## config.mk

```make
export PLATFORM = sky130hd
export DESIGN_NAME = flash_cmd_ctl_flat
export DESIGN_NICKNAME = d
export VERILOG_FILES = /design/src/hw/flash_cmd_pkg.sv /design/src/hw/flash_reg_if.sv /design/src/hw/flash_cmd_ctl.sv /design/src/flat_wrapper.sv
export SDC_FILE = /design/constraint.sdc
export NUM_CORES = 1
export LEC_CHECK = 0
export BUFFER_PORTS_ARGS = -buffer_cell sky130_fd_sc_hd__buf_2
export CAP_MARGIN = 40
export CORE_MARGIN = 2
export CORE_UTILIZATION = 51
export CTS_CLUSTER_DIAMETER = 150
export DETAILED_ROUTE_END_ITERATION = 10
export GPL_ROUTABILITY_DRIVEN = 0
export GPL_TIMING_DRIVEN = 1
export PLACE_DENSITY = 0.85
export SLEW_MARGIN = 20
export SYNTH_ARGS = -nofsm -noshare
export SYNTH_HDL_FRONTEND = slang
export SYNTH_SLANG_ARGS = --single-unit
```

## constraint.sdc

```tcl
create_clock -name ref_clk -period 3.6 [get_ports ref_clk]
set_clock_uncertainty 0.2 [all_clocks]
set_input_delay 0.72 -clock ref_clk [delete_from_list [all_inputs] [get_ports ref_clk]]
set_output_delay 0.72 -clock ref_clk [all_outputs]
set_load 0.1 [all_outputs]
```

## src/hw/flash_cmd_pkg.sv

```systemverilog
// Shared constants and types for the flash command front end and its register master.
package flash_cmd_pkg;

	// Register-file addresses of the controller.
	localparam logic [11:0] ADDR_COMMAND = 12'h0ff8;
	localparam logic [11:0] ADDR_PAGE    = 12'h0ff9;

	// Command byte values.
	localparam logic [7:0] CMD_UNLOCK_1   = 8'h73;
	localparam logic [7:0] CMD_UNLOCK_2   = 8'h8c;
	localparam logic [7:0] CMD_PAGE_ERASE = 8'h95;
	localparam logic [7:0] CMD_MASS_ERASE = 8'h63;
	localparam logic [7:0] CMD_PROT_SEL   = 8'h5e;

	// Status field codes; bits 7:6 of the status byte always read zero.
	localparam logic [5:0] STAT_LOCKED     = 6'h00;
	localparam logic [5:0] STAT_FIRST      = 6'h01;
	localparam logic [5:0] STAT_SECOND     = 6'h02;
	localparam logic [5:0] STAT_UNLOCKED   = 6'h03;
	localparam logic [5:0] STAT_PROT_SEL   = 6'h04;
	localparam logic [5:0] STAT_PROGRAM    = 6'h08;
	localparam logic [5:0] STAT_PAGE_ERASE = 6'h10;
	localparam logic [5:0] STAT_MASS_ERASE = 6'h20;

	// Page choice layout and reset values.
	localparam int          PAGE_BIT_INFO  = 7;
	localparam int          PAGE_ADDR_LSB  = 9;
	localparam logic [7:0]  PAGE_RESET     = 8'h00;
	localparam logic [7:0]  PROT_RESET     = 8'h00;
	localparam logic [7:0]  COMMAND_RESET  = 8'h00;

	// Host-side Avalon register map (byte addresses).
	localparam logic [3:0]  HOST_REQ       = 4'h0;
	localparam logic [3:0]  HOST_STAT      = 4'h4;
	localparam int          REQ_ADDR_LSB   = 8;
	localparam int          REQ_BIT_READ   = 20;
	localparam int          REQ_BIT_DEBUG  = 21;
	localparam int          STAT_DATA_LSB  = 8;

	// Controller states; Gray steps along the CPU unlock path and into page erase.
	typedef enum logic [2:0] {
		ST_LOCKED     = 3'b000,
		ST_FIRST      = 3'b001,
		ST_SECOND     = 3'b011,
		ST_UNLOCKED   = 3'b010,
		ST_PAGE_ERASE = 3'b110,
		ST_MASS_ERASE = 3'b111,
		ST_PROGRAM    = 3'b101,
		ST_PROT_SEL   = 3'b100
	} ctl_state_e;

endpackage

```

## src/hw/flash_reg_if.sv

```systemverilog
// Register-file link between the command master and the flash controller.
`timescale 1ns/1ps
interface flash_reg_if;
	logic [11:0] addr;
	logic [7:0]  wdata;
	logic        wr;
	logic        rd;
	logic        dbg;
	logic [7:0]  rdata;
	logic        rvalid;

	modport ctl (
		input  addr,
		input  wdata,
		input  wr,
		input  rd,
		input  dbg,
		output rdata,
		output rvalid
	);

	modport cpu (
		output addr,
		output wdata,
		output wr,
		output rd,
		output dbg,
		input  rdata,
		input  rvalid
	);
endinterface

```

## src/hw/flash_cmd_ctl.sv

```systemverilog
// Flash controller command unlock, erase arming, page choice and sector protect.
//
// Notes on behaviour
// - Unlock needs 73H then directly 8CH.
// - Unlocked controller arms mass or page erase.
// - Page erase touches only the chosen page.
// - Mass erase only from the debugger path.
// - Bad value or order relocks immediately.
// - Command address is write-only; reads give status.
// - 95H erases page only as third command.
// - 63H erases mass only as third command.
// - 5EH exposes sector protect at page address.
// - Status readable always, shows present state.
// - Status bits 7 and 6 read zero.
// - Locked 0, unlocked 3, protect selected 4.
// - First unlock byte 1, second byte 2.
// - Busy codes: program 001, page 010, mass 100.
// - Page address writes hit page choice normally.
// - Page field equals address bits 15:9.
// - Page field names erase and program page.
// - Bit 7 maps the information area.
// - Software keeps unused page bits zero.
// - Finished page erase relocks by itself.
// - User writes only set protect bits.
// - Other commands deselect sector protect.
// - Programming only after unlock and erase enable; the code opens programming on unlock alone.
//
// The Avalon-MM slave port was decided locally.
`timescale 1ns/1ps
module flash_cmd_ctl #(
	parameter int PAGE_W = 7
) (
	input  wire logic              ref_clk,
	input  wire logic              reset,
	flash_reg_if.ctl               bus,
	input  wire logic              erase_done,
	input  wire logic              prog_busy,
	output logic                   page_erase_start,
	output logic                   mass_erase_start,
	output logic [PAGE_W-1:0]      erase_page,
	output logic [15:0]            page_base_addr,
	output logic                   info_area_map_enable,
	output logic                   prog_page_open,
	output logic                   prog_all_open,
	output logic [7:0]             sector_protect,
	output logic [7:0]             command_byte
);
	import flash_cmd_pkg::*;

	// The page field must fill the bits under the information enable bit.
	if (PAGE_W != PAGE_BIT_INFO) begin : g_bad_width
		$error("PAGE_W must be 7");
	end

	// Every piece of state lives in this one record.
	typedef struct packed {
		ctl_state_e          st;
		logic                dbg_unlock;
		logic [7:0]          page;
		logic [7:0]          prot;
		logic [7:0]          cmd;
		logic [7:0]          rdata;
		logic                rvalid;
		logic                pe_start;
		logic                me_start;
		logic [PAGE_W-1:0]   erase_page;
		logic                page_open;
		logic                all_open;
	} ctl_s;

	ctl_s q;
	ctl_s d;
	logic wr_cmd;
	logic wr_page;
	logic busy;

	// Address decode of the two register-file locations.
	assign wr_cmd  = bus.wr && (bus.addr == ADDR_COMMAND);
	assign wr_page = bus.wr && (bus.addr == ADDR_PAGE);
	assign busy    = (q.st == ST_PAGE_ERASE) || (q.st == ST_MASS_ERASE)
		|| (q.st == ST_PROGRAM);

	// Status encoding of the present state.
	function automatic logic [7:0] status_of(input ctl_state_e s);
		logic [5:0] f;
		f = STAT_LOCKED;
		unique case (s)
			ST_LOCKED:     f = STAT_LOCKED;
			ST_FIRST:      f = STAT_FIRST;
			ST_SECOND:     f = STAT_SECOND;
			ST_UNLOCKED:   f = STAT_UNLOCKED;
			ST_PROT_SEL:   f = STAT_PROT_SEL;
			ST_PROGRAM:    f = STAT_PROGRAM;
			ST_PAGE_ERASE: f = STAT_PAGE_ERASE;
			ST_MASS_ERASE: f = STAT_MASS_ERASE;
		endcase
		return {2'b00, f};
	endfunction

	// Next-state logic: reads, command sequencing and the shared page address.
	always_comb begin
		d          = q;
		d.pe_start = 1'b0;
		d.me_start = 1'b0;
		d.rvalid   = 1'b0;

		// Reads answer one cycle later, whatever the controller is doing.
		if (bus.rd) begin
			d.rvalid = 1'b1;
			d.rdata  = 8'h00;
			if (bus.addr == ADDR_COMMAND) begin
				d.rdata = status_of(q.st);
			end else if (bus.addr == ADDR_PAGE) begin
				d.rdata = (q.st == ST_PROT_SEL) ? q.prot : q.page;
			end
		end

		// Operations in flight advance on the array's own signals.
		unique case (q.st)
			ST_PAGE_ERASE, ST_MASS_ERASE: begin
				if (erase_done) begin
					d.st = ST_LOCKED;
				end
			end
			ST_UNLOCKED: begin
				if (prog_busy) begin
					d.st = ST_PROGRAM;
				end
			end
			ST_PROGRAM: begin
				if (!prog_busy) begin
					d.st = ST_UNLOCKED;
				end
			end
			default: begin
			end
		endcase

		// Command writes are ignored while the CPU would be idled by an operation.
		if (wr_cmd && !busy) begin
			d.cmd = bus.wdata;
			d.st  = ST_LOCKED;
			unique case (q.st)
				ST_LOCKED: begin
					if (bus.wdata == CMD_UNLOCK_1) begin
						d.st = ST_FIRST;
					end else if (bus.wdata == CMD_PROT_SEL) begin
						d.st = ST_PROT_SEL;
					end
				end
				ST_FIRST: begin
					if (bus.wdata == CMD_UNLOCK_2) begin
						d.dbg_unlock = bus.dbg;
						// The debugger needs no page write to finish unlocking.
						d.st = bus.dbg ? ST_UNLOCKED : ST_SECOND;
					end
				end
				ST_UNLOCKED: begin
					if (bus.wdata == CMD_PAGE_ERASE) begin
						d.st         = ST_PAGE_ERASE;
						d.pe_start   = 1'b1;
						d.erase_page = q.page[PAGE_W-1:0];
					end else if (bus.wdata == CMD_MASS_ERASE && bus.dbg) begin
						d.st       = ST_MASS_ERASE;
						d.me_start = 1'b1;
					end
				end
				ST_PROT_SEL: begin
					// Repeating the select byte keeps the protect register reachable.
					if (bus.wdata == CMD_PROT_SEL) begin
						d.st = ST_PROT_SEL;
					end
				end
				default: begin
				end
			endcase
		end

		// The shared page address.
		if (wr_page) begin
			if (q.st == ST_PROT_SEL) begin
				d.prot = bus.dbg ? bus.wdata : (q.prot | bus.wdata);
			end else begin
				d.page = bus.wdata;
				// A page write after the second unlock byte completes a CPU unlock.
				if (q.st == ST_SECOND) begin
					d.st = ST_UNLOCKED;
				end
			end
		end

		d.page_open = ((d.st == ST_UNLOCKED) || (d.st == ST_PROGRAM)) && !d.dbg_unlock;
		d.all_open  = ((d.st == ST_UNLOCKED) || (d.st == ST_PROGRAM)) && d.dbg_unlock;
	end

	// State register; protect bits also clear on reset, losing earlier protection.
	always_ff @(posedge ref_clk) begin
		if (reset) begin
			q.st         <= ST_LOCKED;
			q.dbg_unlock <= 1'b0;
			q.page       <= PAGE_RESET;
			q.prot       <= PROT_RESET;
			q.cmd        <= COMMAND_RESET;
			q.rdata      <= 8'h00;
			q.rvalid     <= 1'b0;
			q.pe_start   <= 1'b0;
			q.me_start   <= 1'b0;
			q.erase_page <= '0;
			q.page_open  <= 1'b0;
			q.all_open   <= 1'b0;
		end else begin
			q <= d;
		end
	end

	// Outputs all come straight from the state record.
	assign bus.rdata            = q.rdata;
	assign bus.rvalid           = q.rvalid;
	assign page_erase_start     = q.pe_start;
	assign mass_erase_start     = q.me_start;
	assign erase_page           = q.erase_page;
	assign page_base_addr       = {q.page[PAGE_W-1:0], {PAGE_ADDR_LSB{1'b0}}};
	assign info_area_map_enable = q.page[PAGE_BIT_INFO];
	assign prog_page_open       = q.page_open;
	assign prog_all_open        = q.all_open;
	assign sector_protect       = q.prot;
	assign command_byte         = q.cmd;

endmodule // flash_cmd_ctl

```

## src/flat_wrapper.sv

```systemverilog
// flat-port wrapper written by rule: the top's interface ports become plain ports
module flash_cmd_ctl_flat import flash_cmd_pkg::*;
#(
	parameter int PAGE_W = 7
)
  (ref_clk, reset, erase_done, prog_busy, page_erase_start, mass_erase_start, erase_page, page_base_addr, info_area_map_enable, prog_page_open, prog_all_open, sector_protect, command_byte, bus_addr, bus_wdata, bus_wr, bus_rd, bus_dbg, bus_rdata, bus_rvalid);
  flash_reg_if bus_i ();
  input  wire logic ref_clk;
  input  wire logic reset;
  input  wire logic erase_done;
  input  wire logic prog_busy;
  output logic page_erase_start;
  output logic mass_erase_start;
  output logic [PAGE_W-1:0] erase_page;
  output logic [15:0] page_base_addr;
  output logic info_area_map_enable;
  output logic prog_page_open;
  output logic prog_all_open;
  output logic [7:0] sector_protect;
  output logic [7:0] command_byte;
  input wire logic [$bits(bus_i.addr)-1:0] bus_addr;
  input wire logic [$bits(bus_i.wdata)-1:0] bus_wdata;
  input wire logic [$bits(bus_i.wr)-1:0] bus_wr;
  input wire logic [$bits(bus_i.rd)-1:0] bus_rd;
  input wire logic [$bits(bus_i.dbg)-1:0] bus_dbg;
  output wire logic [$bits(bus_i.rdata)-1:0] bus_rdata;
  output wire logic [$bits(bus_i.rvalid)-1:0] bus_rvalid;
  assign bus_i.addr = bus_addr;
  assign bus_i.wdata = bus_wdata;
  assign bus_i.wr = bus_wr;
  assign bus_i.rd = bus_rd;
  assign bus_i.dbg = bus_dbg;
  assign bus_rdata = bus_i.rdata;
  assign bus_rvalid = bus_i.rvalid;
  flash_cmd_ctl #(.PAGE_W(PAGE_W)) u_core (.ref_clk(ref_clk), .reset(reset), .bus(bus_i), .erase_done(erase_done), .prog_busy(prog_busy), .page_erase_start(page_erase_start), .mass_erase_start(mass_erase_start), .erase_page(erase_page), .page_base_addr(page_base_addr), .info_area_map_enable(info_area_map_enable), .prog_page_open(prog_page_open), .prog_all_open(prog_all_open), .sector_protect(sector_protect), .command_byte(command_byte));
endmodule
```

==> impl_metrics.toml <==
[sta]
rsz0062_at_grt = "false"
slew_viol_final = 0
tns_ps = 0
period_share_pct = 78.1
finalCriticalPeriod_ps = 2810
setup_viol = 0
tightest_slew_ps = 507
relSlewSlack_pct = 65.7
fmax_mhz = 356
hold_viol_final = 0

[critical_path]
cp-startpoint = "bus_addr[2]"
worstSetupEndpointType = "register"
rrSetupSlack_ps = 1160
startpoint_type = "input port"
cp_slowest_cell = "or4_4"
critical_path_required_ps = 3640
crit_top_cell = "or3_1"
r2r-end = "u_core.prog_page_open"
max_stage_delay_ps = 580
worstReg2RegStart = "u_core.q[46]"
critPathMaxFanout = 10
critPathKind = "input port to register"
path_cells = "buf_2 > nand4bb_1 > or3_1 > or4_4 > o21ai_4 > nor2_4 > or3_1 > a21oi_1"
ff2ff_path_depth = 7
crit_arrival_ps = 2850

[floorplan]
die_x_um = 76.8
die_h_um = 76.8
start_util_pct = 53.0
core_um2 = 5110
rows = 26
ioPinCount = 80
die_area_um2 = 5910

[power_and_ir_drop]
finalPower_mw = 1.08
p_per_area_nw_per_um2 = 371
max-vdd-ir-drop_mv = 0.171
leakagePower_nw = 1.22

[clock_tree]
clk_pin_slew_ps = 90
cts_root_buffer = "clkbuf_8"
cts_tree = "done"
htreeDepth = 2
clk_latency_ps = 310
hold_buffers = 0
cts_buffer_depth = 2
post_cts_buffers = 0
numCtsBuffers = 5
cts_sinks = 54
ctsResizeCount = 0

[layout]
final_common_cell = "buf_2"
drive_gt1_share_pct = 28.7
final_cell_mix = "buf_2 (70), dfxtp_1 (54), nor2_1 (45)"
nets = 371
antenna_cells = 0
syn2layout_area_growth_pct = 7.72

[synthesis]
synthDistinctLibCells = 45
synth_seq_area_share_pct = 39.9
ys_ff_latch = 54
syn-cell-area_um2 = 2710
synth_cells = 315
syn_avg_cell_area_um2 = 8.59
ys_warn_count = 0

[min_path]
min_path_cells = 2
min_path_type = "register to register"
holdPathEnd = "u_core.command_byte[4]"
worstHoldStart = "u_core.command_byte[4]"

[status]
status = "finished, final reports clean"

[drt]
routed_wl_um = 5640
vias = 2199
ant_nets = 0
drt_first_pass_iters = 4
drt-initial-drc-count = 204
wl_per_cell_um = 13.6
avgViaCountPerCell = 5.30
route.detailed.drc = 0

[global_routing]
grt-ovfl-total = 0
grt_pass1_wl_um = 9460
grt_start_max_net_pins = 49
grt_usage_pct = 19.8
grt_pass1_vias = 2025
antenna_found_initial = 0

[placement]
dp_hpwl_um = 4180
io_buffers = 70

[job]
drv_cap = 0
## area by class of cell
type	count	area, um2
clock buffers	6	82.6
clock inverters	2	16.3
fillers	477	2190
inverters	4	15.0
multi-input cells	204	1220
flip-flops and latches	54	1080
well taps	70	87.6
repair buffers	75	408
## routing by layer
metal / vias up / wire, um / global-route usage, %
met2: 70 / 2760 / 32.1
met3: 11 / 301 / 5.18
met5: - / 0 / 0
li1: 1083 / - / -
met4: 0 / 123 / 8.00
met1: 1035 / 2460 / 24.9
## through the flow
stage | worst slack (ps) | utilization (%) | cells | hold WS, ps | cell area [um2]
finish | 789 | 57.1 | 415 | 254 | 2920
global route | 680 | 57.1 | 415 | 277 | 2920
CTS | 801 | 56.5 | 414 | 257 | 2890
detailed placement | 491 | 54.6 | 406 | 244 | 2790
global placement | 557 | 54.6 | 406 | 236 | 2790
floorplan | 746 | - | 323 | 232 | 2740
## how the worst max path moves through the flow
stage,end,slack (ps),cells after the start
after floorplan,u_core.prog_all_open,750,8
after detailed placement,u_core.prog_page_open,490,8
after CTS,u_core.prog_page_open,800,8
after global placement,u_core.prog_all_open,560,8
after global routing,u_core.prog_all_open,680,8
final,u_core.prog_page_open,790,8
## worst max-delay path: cells and delay by family
family | cells | cell delay, ps
compound gates | 2 | 270
simple gates | 5 | 1770
buf+inv | 1 | 90
## Yosys cell counts (all sizes together)
library cell	instances	area, um2
a2111oi	1	8.76
a21boi	1	7.51
a21oi	20	100
a221oi	2	17.5
a22o	1	8.76
a22oi	10	75.1
a31oi	1	6.26
and2	2	12.5
and3	2	12.5
and3b	3	27.5
buf	52	382
clkbuf	9	33.8
conb	1	3.75
dfxtp	54	1080
inv	4	15.0
mux2	8	90.1
mux2i	20	200
nand2	32	120
nand2b	3	18.8
nand3	5	25.0
nand3b	1	7.51
nand4	4	25.0
nand4bb	1	11.3
nor2	47	186
nor2b	2	12.5
nor3	7	45.0
nor3b	4	30.0
nor4	1	6.26
nor4b	3	26.3
o211ai	1	7.51
o21ai	5	36.3
o32ai	1	8.76
or3	3	18.8
or3b	1	8.76
or4	1	11.3
or4b	1	10.0
xor2	1	8.76
## power by group
group / leakage [nW] / switching, mW / internal, mW
Sequential: 0.436 / 0.00134 / 0.600
Combinational: 0.735 / 0.0955 / 0.0241
Clock: 0.0478 / 0.201 / 0.159
Total: 1.22 / 0.298 / 0.782
## kinds of logic (layout without fill, tap and decap cells)
kind of cell	count (synthesis)	in the layout	synth area share [%]
and+or+nand+nor	123	123	22.7
other	1	9	0.139
buffers and inverters	65	87	15.9
muxes	28	28	10.7
AOI/OAI and AO/OA	43	43	10.2
DFF	54	54	39.9
xor gates and xnor gates	1	1	0.324
(Power assumes the default switching activity.)
